`config.mk`:
```
export PLATFORM = sky130hd
export DESIGN_NAME = adcr_regs
export DESIGN_NICKNAME = d
export VERILOG_FILES = /design/src/logic/adcr_pkg.sv /design/src/logic/adcr_interval_timer.sv /design/src/logic/adcr_regs.sv
export VERILOG_INCLUDE_DIRS = /design/src /design/src/logic
export SDC_FILE = /design/constraint.sdc
export NUM_CORES = 1
export LEC_CHECK = 0
export BUFFER_PORTS_ARGS = -buffer_cell sky130_fd_sc_hd__buf_2
export CAP_MARGIN = 40
export CORE_MARGIN = 2
export CORE_UTILIZATION = 61
export CTS_CLUSTER_SIZE = 24
export DETAILED_ROUTE_END_ITERATION = 6
export HOLD_SLACK_MARGIN = 0.05
export PLACE_DENSITY = 0.77
export SLEW_MARGIN = 20
export SYNTH_ARGS = -nofsm -noshare
export SYNTH_HDL_FRONTEND = slang
export SYNTH_SLANG_ARGS = --single-unit
```
`constraint.sdc`:
```
create_clock -name clk -period 5.65 [get_ports clk]
set_clock_uncertainty 0.05 [all_clocks]
set_input_delay 0.2825 -clock clk [delete_from_list [all_inputs] [get_ports clk]]
set_output_delay 0.2825 -clock clk [all_outputs]
set_load 0.02 [all_outputs]
```
`src/logic/adcr_defines.svh`:
```
`ifndef ADCR_DEFINES_SVH
`define ADCR_DEFINES_SVH

// register offsets on the control port
`define ADCR_OFF_CH3_IMAG     8'h2C
`define ADCR_OFF_CH4_REAL     8'h2D
`define ADCR_OFF_CH4_IMAG     8'h2E
`define ADCR_OFF_SPK_FLAGS    8'h2F
`define ADCR_OFF_MISC3        8'h30
`define ADCR_OFF_REVISION     8'h32
`define ADCR_OFF_FOLDBACK     8'h33

// reset values
`define ADCR_RST_REPORT       8'h00
`define ADCR_RST_MISC3        7'h00
`define ADCR_RST_FOLDBACK     8'h00
`define ADCR_UNMAPPED_DATA    8'h00

// misc_control_three fields
`define ADCR_MISC_FLTCLR_BIT  7
`define ADCR_MISC_SETTLE_HI   5
`define ADCR_MISC_SETTLE_LO   4
`define ADCR_MISC_OTREC_BIT   3
`define ADCR_MISC_PULLUP_BIT  1

// thermal_foldback_control fields
`define ADCR_FB_WAIT_HI       7
`define ADCR_FB_WAIT_LO       6
`define ADCR_FB_BYPASS_BIT    5
`define ADCR_FB_ZCSKIP_BIT    4
`define ADCR_FB_ATTACK_HI     3
`define ADCR_FB_ATTACK_LO     2
`define ADCR_FB_RELEASE_HI    1
`define ADCR_FB_RELEASE_LO    0

// gain reduction limit in dB steps
`define ADCR_GAIN_RED_MAX     4'hF

// timing: clock rate and documented times
`define ADCR_CLK_KHZ          125000
`define ADCR_TMR_W            28
`define ADCR_SETTLE0_MS       20
`define ADCR_SETTLE1_MS       15
`define ADCR_SETTLE2_MS       40
`define ADCR_SETTLE3_MS       50
`define ADCR_STEPWAIT0_US     20
`define ADCR_STEPWAIT1_US     80
`define ADCR_STEPWAIT2_US     320
`define ADCR_STEPWAIT3_US     1280
`define ADCR_ATTACK0_MS       100
`define ADCR_ATTACK1_MS       200
`define ADCR_ATTACK2_MS       400
`define ADCR_ATTACK3_MS       800
`define ADCR_RELEASE0_MS      200
`define ADCR_RELEASE1_MS      400
`define ADCR_RELEASE2_MS      800
`define ADCR_RELEASE3_MS      1600

`endif

```
`src/logic/adcr_pkg.sv`:
```
`default_nettype none
package adcr_pkg;

    // register port request from the serial control engine
    typedef struct packed {
        logic       write;
        logic       read;
        logic [7:0] addr;
        logic [7:0] wdata;
    } adcr_reg_req_t;

    // one finished impedance measurement
    typedef struct packed {
        logic       valid;
        logic [1:0] chan;
        logic [7:0] realPart;
        logic [7:0] imagPart;
    } adcr_meas_t;

    // small speaker judgement settings held elsewhere in the map
    typedef struct packed {
        logic       judgeEnable;
        logic       realOnly;
        logic [7:0] threshold;
    } adcr_judge_cfg_t;

    typedef enum logic [1:0] {
        FB_IDLE,
        FB_PERIOD,
        FB_WAIT,
        FB_ZC
    } adcr_fb_state_t;

    typedef struct packed {
        logic [27:0] count;
        logic        busy;
        logic        done;
    } adcr_tmr_state_t;

    typedef struct packed {
        logic           otMeta;
        logic           otSync;
        logic           warnMeta;
        logic           warnSync;
        logic           zcMeta;
        logic           zcSync;
        logic           zcPrev;
        logic [7:0]     ch3Imag;
        logic [7:0]     ch4Real;
        logic [7:0]     ch4Imag;
        logic [3:0]     flags;
        logic [6:0]     miscCtl;
        logic [7:0]     fbCtl;
        logic [7:0]     rdData;
        logic           faultClear;
        logic           faultLatched;
        logic           thermShut;
        logic           settleDone;
        logic           pullUpEn;
        adcr_fb_state_t fbState;
        logic           fbDown;
        logic [3:0]     gainRed;
    } adcr_state_t;

endpackage
`default_nettype wire

```
`src/logic/adcr_interval_timer.sv`:
```
`timescale 1ns/1ns
`default_nettype none
`include "adcr_defines.svh"
module adcr_interval_timer (
    input  wire logic                    clk,
    input  wire logic                    rstN,
    input  wire logic                    start,
    input  wire logic [`ADCR_TMR_W-1:0]  loadCount,
    output logic                         busy,
    output logic                         done
);
    adcr_pkg::adcr_tmr_state_t s_reg;
    adcr_pkg::adcr_tmr_state_t s_next;

    // a start while busy restarts the interval
    always_comb begin
        s_next = s_reg;
        s_next.done = 1'b0;
        if (start) begin
            s_next.count = loadCount;
            s_next.busy = 1'b1;
        end else if (s_reg.busy) begin
            if (s_reg.count <= `ADCR_TMR_W'(1)) begin
                s_next.busy = 1'b0;
                s_next.done = 1'b1;
                s_next.count = '0;
            end else begin
                s_next.count = s_reg.count - `ADCR_TMR_W'(1);
            end
        end
    end

    always_ff @(posedge clk or negedge rstN) begin
        if (!rstN) begin
            s_reg <= '0;
        end else begin
            s_reg <= s_next;
        end
    end

    assign busy = s_reg.busy;
    assign done = s_reg.done;
endmodule
`default_nettype wire

```
`src/logic/adcr_regs.sv`:
```
`timescale 1ns/1ns
`default_nettype none
`include "adcr_defines.svh"
// Operation
// - imaginary reports hold the complement of the measured imaginary part
// - real reports hold the measured real part, read-only, eight bits
// - one small-speaker flag per channel, channel 1 at bit 3
// - writing 1 to bit 7 of misc control clears latched faults
// - startup settle wait of 20, 15, 40 or 50 ms by field
// - thermal shutdown self-releases only when the recovery bit is set
// - open-drain pin pull-up enabled while bit 1 is zero
// - wait 20, 80, 320 or 1280 us before every gain step
// - foldback bypass bit 5 disables thermal gain reduction entirely
// - bit 4 skips the zero crossing wait for gain changes
// - judged magnitude below threshold sets the channel's small-speaker flag
module adcr_regs #(
    parameter logic [`ADCR_TMR_W-1:0] SETTLE_CYC0  = `ADCR_TMR_W'(`ADCR_SETTLE0_MS * `ADCR_CLK_KHZ),
    parameter logic [`ADCR_TMR_W-1:0] SETTLE_CYC1  = `ADCR_TMR_W'(`ADCR_SETTLE1_MS * `ADCR_CLK_KHZ),
    parameter logic [`ADCR_TMR_W-1:0] SETTLE_CYC2  = `ADCR_TMR_W'(`ADCR_SETTLE2_MS * `ADCR_CLK_KHZ),
    parameter logic [`ADCR_TMR_W-1:0] SETTLE_CYC3  = `ADCR_TMR_W'(`ADCR_SETTLE3_MS * `ADCR_CLK_KHZ),
    parameter logic [`ADCR_TMR_W-1:0] STEPWAIT_CYC1
        = `ADCR_TMR_W'(`ADCR_STEPWAIT1_US * `ADCR_CLK_KHZ / 1000),
    parameter logic [`ADCR_TMR_W-1:0] STEPWAIT_CYC2
        = `ADCR_TMR_W'(`ADCR_STEPWAIT2_US * `ADCR_CLK_KHZ / 1000),
    parameter logic [`ADCR_TMR_W-1:0] STEPWAIT_CYC3
        = `ADCR_TMR_W'(`ADCR_STEPWAIT3_US * `ADCR_CLK_KHZ / 1000),
    parameter logic [`ADCR_TMR_W-1:0] ATTACK_CYC0  = `ADCR_TMR_W'(`ADCR_ATTACK0_MS * `ADCR_CLK_KHZ),
    parameter logic [`ADCR_TMR_W-1:0] ATTACK_CYC1  = `ADCR_TMR_W'(`ADCR_ATTACK1_MS * `ADCR_CLK_KHZ),
    parameter logic [`ADCR_TMR_W-1:0] ATTACK_CYC2  = `ADCR_TMR_W'(`ADCR_ATTACK2_MS * `ADCR_CLK_KHZ),
    parameter logic [`ADCR_TMR_W-1:0] ATTACK_CYC3  = `ADCR_TMR_W'(`ADCR_ATTACK3_MS * `ADCR_CLK_KHZ),
    parameter logic [`ADCR_TMR_W-1:0] RELEASE_CYC0 = `ADCR_TMR_W'(`ADCR_RELEASE0_MS * `ADCR_CLK_KHZ),
    parameter logic [`ADCR_TMR_W-1:0] RELEASE_CYC1 = `ADCR_TMR_W'(`ADCR_RELEASE1_MS * `ADCR_CLK_KHZ),
    parameter logic [`ADCR_TMR_W-1:0] RELEASE_CYC2 = `ADCR_TMR_W'(`ADCR_RELEASE2_MS * `ADCR_CLK_KHZ),
    parameter logic [`ADCR_TMR_W-1:0] RELEASE_CYC3 = `ADCR_TMR_W'(`ADCR_RELEASE3_MS * `ADCR_CLK_KHZ),
    parameter logic [7:0]             REV_CODE     = 8'h5A  // arbitrary value
) (
    input  wire logic                      clk,
    input  wire logic                      nrst,
    input  wire adcr_pkg::adcr_reg_req_t   regReq,
    output logic [7:0]                     regRdData,
    input  wire adcr_pkg::adcr_meas_t      meas,
    input  wire adcr_pkg::adcr_judge_cfg_t judgeCfg,
    input  wire logic                      faultEvent,
    input  wire logic                      overTempPin,
    input  wire logic                      thermalWarnPin,
    input  wire logic                      zeroCrossPin,
    input  wire logic                      startupReq,
    output logic                           settleDone,
    output logic                           faultClear,
    output logic                           faultLatched,
    output logic                           thermalShutdown,
    output logic                           pullUpEnable,
    output logic [3:0]                     gainReduction
);
    // below the parameter threshold, so a fixed count
    localparam logic [`ADCR_TMR_W-1:0] STEPWAIT_CYC0
        = `ADCR_TMR_W'(`ADCR_STEPWAIT0_US * `ADCR_CLK_KHZ / 1000);

    logic                   rstMeta;
    logic                   rstN;
    adcr_pkg::adcr_state_t  s_reg;
    adcr_pkg::adcr_state_t  s_next;
    logic                   startSettle;
    logic                   startPeriod;
    logic                   startWait;
    logic [`ADCR_TMR_W-1:0] settleCount;
    logic [`ADCR_TMR_W-1:0] periodCount;
    logic [`ADCR_TMR_W-1:0] waitCount;
    logic                   settleTmrDone;
    logic                   periodTmrDone;
    logic                   waitTmrDone;
    logic                   clrWrite;
    logic                   zcRise;
    logic                   needStep;
    logic                   stepDown;

    // pick one of four cycle counts by a two-bit code
    function automatic logic [`ADCR_TMR_W-1:0] selCount(
        input logic [1:0]             code,
        input logic [`ADCR_TMR_W-1:0] c0,
        input logic [`ADCR_TMR_W-1:0] c1,
        input logic [`ADCR_TMR_W-1:0] c2,
        input logic [`ADCR_TMR_W-1:0] c3
    );
        logic [`ADCR_TMR_W-1:0] r;
        case (code)
            2'h0: r = c0;
            2'h1: r = c1;
            2'h2: r = c2;
            default: r = c3;
        endcase
        return r;
    endfunction

    // judged magnitude is real part, or real plus half imaginary
    function automatic logic [8:0] judgeMag(
        input logic       realOnly,
        input logic [7:0] re,
        input logic [7:0] im
    );
        logic [8:0] m;
        m = realOnly ? {1'b0, re} : ({1'b0, re} + {2'h0, im[7:1]});
        return m;
    endfunction

    // read decode; unmapped and write-only locations read as zero
    function automatic logic [7:0] readMux(
        input adcr_pkg::adcr_state_t st,
        input logic [7:0]            addr
    );
        logic [7:0] d;
        if (addr == `ADCR_OFF_CH3_IMAG) begin
            d = st.ch3Imag;
        end else if (addr == `ADCR_OFF_CH4_REAL) begin
            d = st.ch4Real;
        end else if (addr == `ADCR_OFF_CH4_IMAG) begin
            d = st.ch4Imag;
        end else if (addr == `ADCR_OFF_SPK_FLAGS) begin
            d = {4'h0, st.flags};
        end else if (addr == `ADCR_OFF_MISC3) begin
            d = {1'b0, st.miscCtl};  // clear bit is write-only
        end else if (addr == `ADCR_OFF_REVISION) begin
            d = REV_CODE;
        end else if (addr == `ADCR_OFF_FOLDBACK) begin
            d = st.fbCtl;
        end else begin
            d = `ADCR_UNMAPPED_DATA;
        end
        return d;
    endfunction

    // reset release through two flops; assertion stays asynchronous
    always_ff @(posedge clk or negedge nrst) begin
        if (!nrst) begin
            rstMeta <= 1'b0;
            rstN <= 1'b0;
        end else begin
            rstMeta <= 1'b1;
            rstN <= rstMeta;
        end
    end

    // interval counts chosen from the live register fields
    assign settleCount = selCount(s_reg.miscCtl[`ADCR_MISC_SETTLE_HI:`ADCR_MISC_SETTLE_LO],
                                  SETTLE_CYC0, SETTLE_CYC1, SETTLE_CYC2, SETTLE_CYC3);
    assign waitCount = selCount(s_reg.fbCtl[`ADCR_FB_WAIT_HI:`ADCR_FB_WAIT_LO],
                                STEPWAIT_CYC0, STEPWAIT_CYC1,
                                STEPWAIT_CYC2, STEPWAIT_CYC3);
    assign periodCount = stepDown
        ? selCount(s_reg.fbCtl[`ADCR_FB_ATTACK_HI:`ADCR_FB_ATTACK_LO],
                   ATTACK_CYC0, ATTACK_CYC1, ATTACK_CYC2, ATTACK_CYC3)
        : selCount(s_reg.fbCtl[`ADCR_FB_RELEASE_HI:`ADCR_FB_RELEASE_LO],
                   RELEASE_CYC0, RELEASE_CYC1, RELEASE_CYC2, RELEASE_CYC3);

    // warning calls for more reduction, its absence for less
    assign stepDown = s_reg.warnSync;
    assign needStep = s_reg.warnSync ? (s_reg.gainRed != `ADCR_GAIN_RED_MAX)
                                     : (s_reg.gainRed != 4'h0);
    assign zcRise = s_reg.zcSync & ~s_reg.zcPrev;
    assign clrWrite = regReq.write && (regReq.addr == `ADCR_OFF_MISC3)
                      && regReq.wdata[`ADCR_MISC_FLTCLR_BIT];

    // next-state logic for the whole block
    always_comb begin
        s_next = s_reg;
        startSettle = 1'b0;
        startPeriod = 1'b0;
        startWait = 1'b0;

        // pin synchronisers; first stage feeds only the second
        s_next.otMeta = overTempPin;
        s_next.otSync = s_reg.otMeta;
        s_next.warnMeta = thermalWarnPin;
        s_next.warnSync = s_reg.warnMeta;
        s_next.zcMeta = zeroCrossPin;
        s_next.zcSync = s_reg.zcMeta;
        s_next.zcPrev = s_reg.zcSync;

        // register writes; report registers ignore writes
        s_next.faultClear = clrWrite;
        if (regReq.write) begin
            if (regReq.addr == `ADCR_OFF_MISC3) begin
                s_next.miscCtl = regReq.wdata[6:0];
            end else if (regReq.addr == `ADCR_OFF_FOLDBACK) begin
                s_next.fbCtl = regReq.wdata;
            end
        end
        if (regReq.read) begin
            s_next.rdData = readMux(s_reg, regReq.addr);
        end

        // measurement results land in the reports, flags judged at once
        if (meas.valid) begin
            if (meas.chan == 2'h2) begin
                s_next.ch3Imag = ~meas.imagPart;
            end else if (meas.chan == 2'h3) begin
                s_next.ch4Real = meas.realPart;
                s_next.ch4Imag = ~meas.imagPart;
            end
            if (judgeCfg.judgeEnable) begin
                s_next.flags[~meas.chan] = judgeMag(judgeCfg.realOnly, meas.realPart,
                    meas.imagPart) < {1'b0, judgeCfg.threshold};
            end
        end

        // thermal shutdown: entry always wins over any release
        if (s_reg.otSync) begin
            s_next.thermShut = 1'b1;
        end else if (s_reg.miscCtl[`ADCR_MISC_OTREC_BIT] || clrWrite) begin
            s_next.thermShut = 1'b0;
        end

        // fault latch: a new fault in the clear cycle is kept
        if (faultEvent || s_reg.otSync) begin
            s_next.faultLatched = 1'b1;
        end else if (clrWrite) begin
            s_next.faultLatched = 1'b0;
        end

        // startup settle interval
        startSettle = startupReq;
        s_next.settleDone = settleTmrDone;
        s_next.pullUpEn = ~s_reg.miscCtl[`ADCR_MISC_PULLUP_BIT];

        // foldback sequencer: period, then wait, then optional zero crossing
        case (s_reg.fbState)
            adcr_pkg::FB_IDLE: begin
                if (needStep) begin
                    startPeriod = 1'b1;
                    s_next.fbDown = stepDown;
                    s_next.fbState = adcr_pkg::FB_PERIOD;
                end
            end
            adcr_pkg::FB_PERIOD: begin
                // abandon the period if the warning flips direction
                if (!needStep || (stepDown != s_reg.fbDown)) begin
                    s_next.fbState = adcr_pkg::FB_IDLE;
                end else if (periodTmrDone) begin
                    startWait = 1'b1;
                    s_next.fbState = adcr_pkg::FB_WAIT;
                end
            end
            adcr_pkg::FB_WAIT: begin
                if (waitTmrDone) begin
                    if (s_reg.fbCtl[`ADCR_FB_ZCSKIP_BIT]) begin
                        s_next.gainRed = s_reg.fbDown ? s_reg.gainRed + 4'h1
                                                      : s_reg.gainRed - 4'h1;
                        s_next.fbState = adcr_pkg::FB_IDLE;
                    end else begin
                        s_next.fbState = adcr_pkg::FB_ZC;
                    end
                end
            end
            adcr_pkg::FB_ZC: begin
                if (zcRise) begin
                    s_next.gainRed = s_reg.fbDown ? s_reg.gainRed + 4'h1
                                                  : s_reg.gainRed - 4'h1;
                    s_next.fbState = adcr_pkg::FB_IDLE;
                end
            end
            default: begin
                s_next.fbState = adcr_pkg::FB_IDLE;
            end
        endcase

        // bypass forces unity gain and parks the sequencer
        if (s_reg.fbCtl[`ADCR_FB_BYPASS_BIT]) begin
            s_next.gainRed = 4'h0;
            s_next.fbState = adcr_pkg::FB_IDLE;
            startPeriod = 1'b0;
            startWait = 1'b0;
        end
    end

    // single state register for the block
    always_ff @(posedge clk or negedge rstN) begin
        if (!rstN) begin
            s_reg <= '0;
            s_reg.ch3Imag <= `ADCR_RST_REPORT;
            s_reg.ch4Real <= `ADCR_RST_REPORT;
            s_reg.ch4Imag <= `ADCR_RST_REPORT;
            s_reg.miscCtl <= `ADCR_RST_MISC3;
            s_reg.fbCtl <= `ADCR_RST_FOLDBACK;
            s_reg.pullUpEn <= 1'b1;
            s_reg.fbState <= adcr_pkg::FB_IDLE;
        end else begin
            s_reg <= s_next;
        end
    end

    adcr_interval_timer settleTmr (
        .clk       (clk),
        .rstN      (rstN),
        .start     (startSettle),
        .loadCount (settleCount),
        .busy      (),
        .done      (settleTmrDone)
    );

    adcr_interval_timer periodTmr (
        .clk       (clk),
        .rstN      (rstN),
        .start     (startPeriod),
        .loadCount (periodCount),
        .busy      (),
        .done      (periodTmrDone)
    );

    adcr_interval_timer waitTmr (
        .clk       (clk),
        .rstN      (rstN),
        .start     (startWait),
        .loadCount (waitCount),
        .busy      (),
        .done      (waitTmrDone)
    );

    // outputs straight from the state register
    assign regRdData = s_reg.rdData;
    assign settleDone = s_reg.settleDone;
    assign faultClear = s_reg.faultClear;
    assign faultLatched = s_reg.faultLatched;
    assign thermalShutdown = s_reg.thermShut;
    assign pullUpEnable = s_reg.pullUpEn;
    assign gainReduction = s_reg.gainRed;
endmodule
`default_nettype wire

```
==> results of run 1 <==
[metal layers]
layer / vias to the layer above / wire length (um) / share of wire, %
met5: - / 13 / 0.059
li1: 3923 / - / -
met2: 265 / 10400 / 47
met4: 2 / 285 / 1.3
met1: 3879 / 10200 / 46
met3: 27 / 1270 / 5.7
[placed cells by master (no fill, tap or decap), types with 17 or more instances in the layout]
cell / instances
inv_1: 49
nand2_1: 86
buf_2: 70
nor2_1: 98
nor4_1: 22
clkbuf_16: 17
mux2_2: 35
a21oi_1: 73
ha_1: 33
o21ai_1: 19
o21ai_0: 81
dfrtp_1: 160
nand3_1: 23
a31oi_1: 18
nor3_1: 40
[through the flow]
stage	hold slack (ns)	cells	cell area (um^2)
floorplan	-0.0631	1035	9370
global placement	0.0188	1245	9760
detailed placement	0.0189	1249	9840
CTS	0.0538	1297	10500
global route	0.0541	1299	10600
finish	0.0674	1300	10600
[kinds of logic after synthesis]
family | count (synthesis) | share of synthesized area (%)
flops | 162 | 43.3
mux | 44 | 5.19
xor+xnor | 15 | 1.40
simple gates | 365 | 19.7
other cells | 1 | 0.0400
fa+ha+maj | 35 | 4.83
compound gates | 307 | 20.6
buf+inv | 106 | 4.93
[worst max-delay path, cell delays in order]
cell           delay [ns]
dlygate4sd3_1        0.54
buf_2                0.14
ha_1                 0.20
inv_1                0.07
fa_1                 0.22
nor2b_1              0.08
o31a_1               0.25
o21ai_0              0.24
nand2_1              0.12
xnor2_1              0.13
o21ai_0              0.19
ha_1                 0.28
a211oi_1             0.20
a31oi_1              0.11
nor3_1               0.40
mux2_2               0.25
[path summary, 6_finish.rpt]
kind | startpoint | end | slack, ns | cells past startpoint
max in group asynchronous | rstN | settleTmr.s_reg[2] | 4.54 | 2
setup reg to reg | periodTmr.s_reg[12] | periodTmr.s_reg[18] | 2.34 | 7
hold reg to reg | rstN | s_reg[53] | 0.17 | 0
setup / recovery | meas[1] | s_reg[38] | 2.27 | 16
min in group asynchronous | nrst | rstN | 0.12 | 2
hold / removal | regReq[3] | s_reg[31] | 0.07 | 2
[timing repair]
item | CTS | global route
endpoints found under the hold margin | 26 | 0
hold buffers | 16 | 0
resized for setup | 0 | 0
[power by group through the flow]
stage               sequential (mW)  clock, mW  combinational [mW]
global route                   1.55       1.13               0.929
global placement               1.53          0               0.766
CTS                            1.51       1.08               0.811
floorplan                      1.49          0               0.633
detailed placement             1.53          0               0.798
finish                         1.52       1.06               0.832
[cell type report]
| class | instances | area, um^2 |
|---|---|---|
| tap | 188 | 235 |
| timing repair buffer | 100 | 674 |
| multi-input combinational | 767 | 4870 |
| fill | 1173 | 4520 |
| clock inverter | 14 | 108 |
| inverter | 50 | 188 |
| clock buffer | 18 | 439 |
| antenna | 1 | 2.50 |
| sequential | 162 | 4060 |
==> flow_summary.json, run 1 <==
{
  "status": "finished, final reports clean",
  "cp.required_ns": 5.97,
  "syn_area_mm2": 0.00937,
  "clock.fmax_mhz": 296,
  "drv_slew": 0,
  "drc": 0,
  "synth_cells": 1035,
  "utilization_pct": 70.1,
  "setup_ws_ns": 2.27,
  "rows": 45,
  "p_per_area_mw_per_mm2": 323,
  "pwr-share-comb_pct": 24.4,
  "synth_cell_types": 74,
  "yosysSeqAreaShare_pct": 43.3,
  "hpwlAfterDp_mm": 15.4,
  "grt.busiest_layer": "met2",
  "cts_tree": "built",
  "use_met3_pct": 6.59,
  "grt_pass1_wl_mm": 37.2,
  "syn_to_final_growth_pct": 12.8,
  "finalWirelength_mm": 22.1,
  "antenna_found_initial": 1,
  "clockBufferDepth": 2,
  "drt_iter0_drc": 739,
  "track_usage_pct": 28.0,
  "internal-power_mw": 2.26,
  "numCtsBuffers": 17,
  "design_power_total_mw": 3.41,
  "power.switching_mw": 1.15,
  "netlist_top_cells_count": "dfrtp_1, nor2_1, nand2_1",
  "timing.final.crit_share_pct": 59.8,
  "criticalPathCategory": "input port to flip-flop",
  "cts.htree.levels": 4,
  "pin_count": 71,
  "die_area_mm2": 0.0164,
  "place.gp.congestion": 0.912,
  "avgSynthCellArea_um2": 9.06,
  "cap_violations": 0,
  "tns_ns": 0,
  "clkSinkCount": 162,
  "seqPwrFrac_pct": 44.5,
  "p_clk_share_pct": 31.1,
  "initial_core_util_pct": 62.1,
  "root_buffer": "clkbuf_16",
  "first_pass_iters": 5,
  "post_drt_wl_per_cell_um": 17.0,
  "vdd_drop_max_uv": 254,
  "worst_slew_pin_slew_ns": 0.865,
  "met2_usage_pct": 43.1,
  "grt_max_degree": 58,
  "synth_edf_count": 0,
  "critPathLaunchType": "input port",
  "die_h_um": 128,
  "setup_violations": 0,
  "grt_pass1_vias": 7632,
  "rsz0062_at_grt": "false",
  "yosys_most_used_dff": "dfrtp_1",
  "dp_slack_ns": 2.38,
  "grt_overflow_total": 0,
  "swShare_pct": 33.7,
  "crit_arrival_ns": 3.69,
  "hold_class": "input port to flip-flop",
  "ys_seq_elements": 162,
  "p_leak_nw": 4.51,
  "relSlewSlack_pct": 42.0,
  "portBuffers": 70,
  "largest_register_ffs": 48,
  "post-route-min-period_ns": 3.38,
  "yosysMostFrequentCell": "dfrtp_1",
  "cts_setup_buffers": 0,
  "drive_above_1_share_pct": 15.9,
  "synth_area_leaders": "dfrtp_1, ha_1, o21ai_0",
  "finalHoldViolCount": 0,
  "ys_async_sr_fraction_pct": 100,
  "synth.net_count": 1124,
  "via_per_inst": 6.23,
  "die-width_um": 128,
  "insertion_delay_ns": 0.42,
  "met1_usage_pct": 39.9,
  "drtAntennaViolNets": 0,
  "core_mm2": 0.0151,
  "clk_pin_slew_ns": 0.07,
  "num_vias": 8096,
  "synth_top_area_share_pct": 43.0,
  "cp_max_fo": 4,
  "end_kind": "flip-flop",
  "synth_top_cell_by_area": "dfrtp_1",
  "ys_warn_count": 0,
  "nNetsFinal": 1187
}
Note: power is estimated with default switching activity, not from simulation.
==> run 2, diff against run 1 <==
- CORE_UTILIZATION: 61 -> 55
- PLACE_DENSITY: 0.77 -> 0.73
- clock period: 5.65 -> 3.05 ns (I/O delays scaled with it)
==> run 2 against run 1 <==
Against the previous run:
- worst hold slack got worse by 0.015 ns
- power rose by 99%
- largest power group unchanged
- via count increased by 2.0%
- combinational power rose by 91%
- clock power grew 120%
- register-to-register slack worse by 2.2 ns
- highest routed layer is now met4
- non-clock buffer count up 42
- routed wire length rose by 3.7%
- largest cell class unchanged
- first-iteration DRC count increased by 7.2%
- die area grew 11%
==> flow_summary.json, run 2 (synthesized netlist as in run 1, its figures left out) <==
{
  "status": "finished, final reports clean",
  "dp_slack_ns": 0.105,
  "largest_register_ffs": 48,
  "finalWirelength_mm": 23.0,
  "clkSinkCount": 162,
  "crit_start": "settleTmr.s_reg[12]",
  "num_antenna_cells": 0,
  "insertion_delay_ns": 0.43,
  "cap_violations": 0,
  "clk_pin_slew_ns": 0.06,
  "cts_tree": "built",
  "p_leak_nw": 4.78,
  "root_buffer": "clkbuf_16",
  "num_vias": 8257,
  "cts.htree.levels": 4,
  "hold_start": "meas[16]",
  "post_drt_wl_per_cell_um": 16.7,
  "first_pass_iters": 5,
  "r2r-start": "settleTmr.s_reg[12]",
  "finalHoldViolCount": 0,
  "die_area_mm2": 0.0181,
  "hpwlAfterDp_mm": 16.0,
  "numCtsBuffers": 17,
  "hold_class": "input port to flip-flop",
  "post-route-min-period_ns": 2.90,
  "vdd_drop_max_uv": 443,
  "grt_max_degree": 45,
  "clock.fmax_mhz": 344,
  "grt_pass1_wl_mm": 38.5,
  "die-width_um": 135,
  "antenna_found_initial": 0,
  "setup_ws_ns": 0.147,
  "end_kind": "flip-flop",
  "p_per_area_mw_per_mm2": 612,
  "cp_max_fo": 9,
  "pin_count": 71,
  "nNetsFinal": 1229,
  "syn_to_final_growth_pct": 18.3,
  "crit_arrival_ns": 3.17,
  "final_common_cell": "dfrtp_1",
  "slowest_stage": "or4_4",
  "core_mm2": 0.0166,
  "final_cell_mix": "dfrtp_1, nor2_1, nand2_1, o21ai_0, a21oi_1",
  "grt_pass1_vias": 7831,
  "drive_above_1_share_pct": 18.4,
  "critPathLaunchType": "flip-flop",
  "criticalPathCategory": "flip-flop to flip-flop",
  "tns_ns": 0,
  "drc": 0,
  "die_h_um": 135,
  "slowest_delay_ns": 0.58,
  "grt_overflow_total": 0,
  "cp.required_ns": 3.31,
  "relSlewSlack_pct": 44.5,
  "worstPathCellList": "or4_4 -> or4_4 -> buf_4 -> nor4_2 -> nand3b_1 -> mux2_1 -> mux2_2",
  "track_usage_pct": 26.1,
  "place.gp.congestion": 0.929,
  "drt_iter0_drc": 792,
  "via_per_inst": 6.01,
  "portBuffers": 70,
  "setup_violations": 0,
  "nFillCells": 1330,
  "rows": 47,
  "critPathMostFrequentCell": "or4_4",
  "worst_slew_pin_slew_ns": 0.833,
  "timing.final.crit_share_pct": 95.2,
  "initial_core_util_pct": 56.3,
  "drv_slew": 0,
  "drtAntennaViolNets": 0,
  "clockBufferDepth": 2
}
run 2: changes by cell type in the layout (fill, tap and decap cells not counted), moves of 3 or more:
cell	previous run	this run
o21ai_1	19	23
clkinvlp_4	6	3
ha_1	33	30
bufinv_16	0	5
buf_4	9	43
dlymetal6s4s_1	0	3
dlygate4sd3_1	16	29
ha_4	0	3
buf_2	70	66
o21ai_0	81	76
run 2: cell type report:
cell class	instances	area, um^2	share of cell area, %
multi-input combinational	767	4920	44.4
sequential	162	4060	36.6
timing repair buffer	142	992	8.95
clock buffer	17	425	3.84
tap	220	275	2.48
clock inverter	15	230	2.08
inverter	50	188	1.69
run 2: layer usage:
metal	global-route usage, %	up-vias	wire length (um)	part of all wire (%)
met4	9.24	0	430	1.9
li1	-	3989	-	-
met2	40.6	253	10700	47
met1	37.4	3983	10800	47
met3	4.28	32	1050	4.6
met5	0	-	0	0
run 2: final timing paths:
| kind | slack [ns] | end | cells after the start |
|---|---|---|---|
| min in group asynchronous | 0.29 | s_reg[61] | 0 |
| setup reg to reg | 0.15 | settleTmr.s_reg[23] | 7 |
| max in group asynchronous | 1.82 | periodTmr.s_reg[7] | 1 |
| hold / removal | 0.05 | s_reg[37] | 3 |
| setup / recovery | 0.15 | settleTmr.s_reg[23] | 7 |
| hold reg to reg | 0.29 | s_reg[61] | 0 |
run 2: where the power goes:
part	total (mW)	switching (mW)	internal, mW
clock network	2.38	0.921	1.46
registers	2.82	0.355	2.46
logic	1.59	0.883	0.706
total	6.79	2.16	4.63
run 2: stage by stage:
| stage | cells | power (mW) | instance area (um^2) | hold slack (ns) | utilization [%] |
|---|---|---|---|---|---|
| after floorplan | 1035 | 3.93 | 9370 | -0.193 | - |
| after global placement | 1310 | 4.32 | 10000 | -0.110 | 60.3 |
| after detailed placement | 1310 | 4.37 | 10000 | -0.110 | 60.3 |
| after CTS | 1374 | 6.78 | 11000 | 0.0549 | 66.2 |
| after global routing | 1373 | 7.16 | 11100 | 0.0626 | 66.6 |
| final | 1373 | 6.79 | 11100 | 0.0523 | 66.6 |
run 2: what timing repair did:
item / 4_1_cts / 5_1_grt
gates resized for setup: 0 / 22
setup buffers: 0 / 1
hold buffers: 32 / 0
setup endpoints to repair: 0 / 6
hold endpoints to repair: 48 / 0
run 2: critical path, delay by kind of cell (launching register included):
family | cells | cell delay [ns]
mux | 2 | 0.58
buf+inv | 1 | 0.20
flops | 1 | 0.41
simple gates | 4 | 1.55
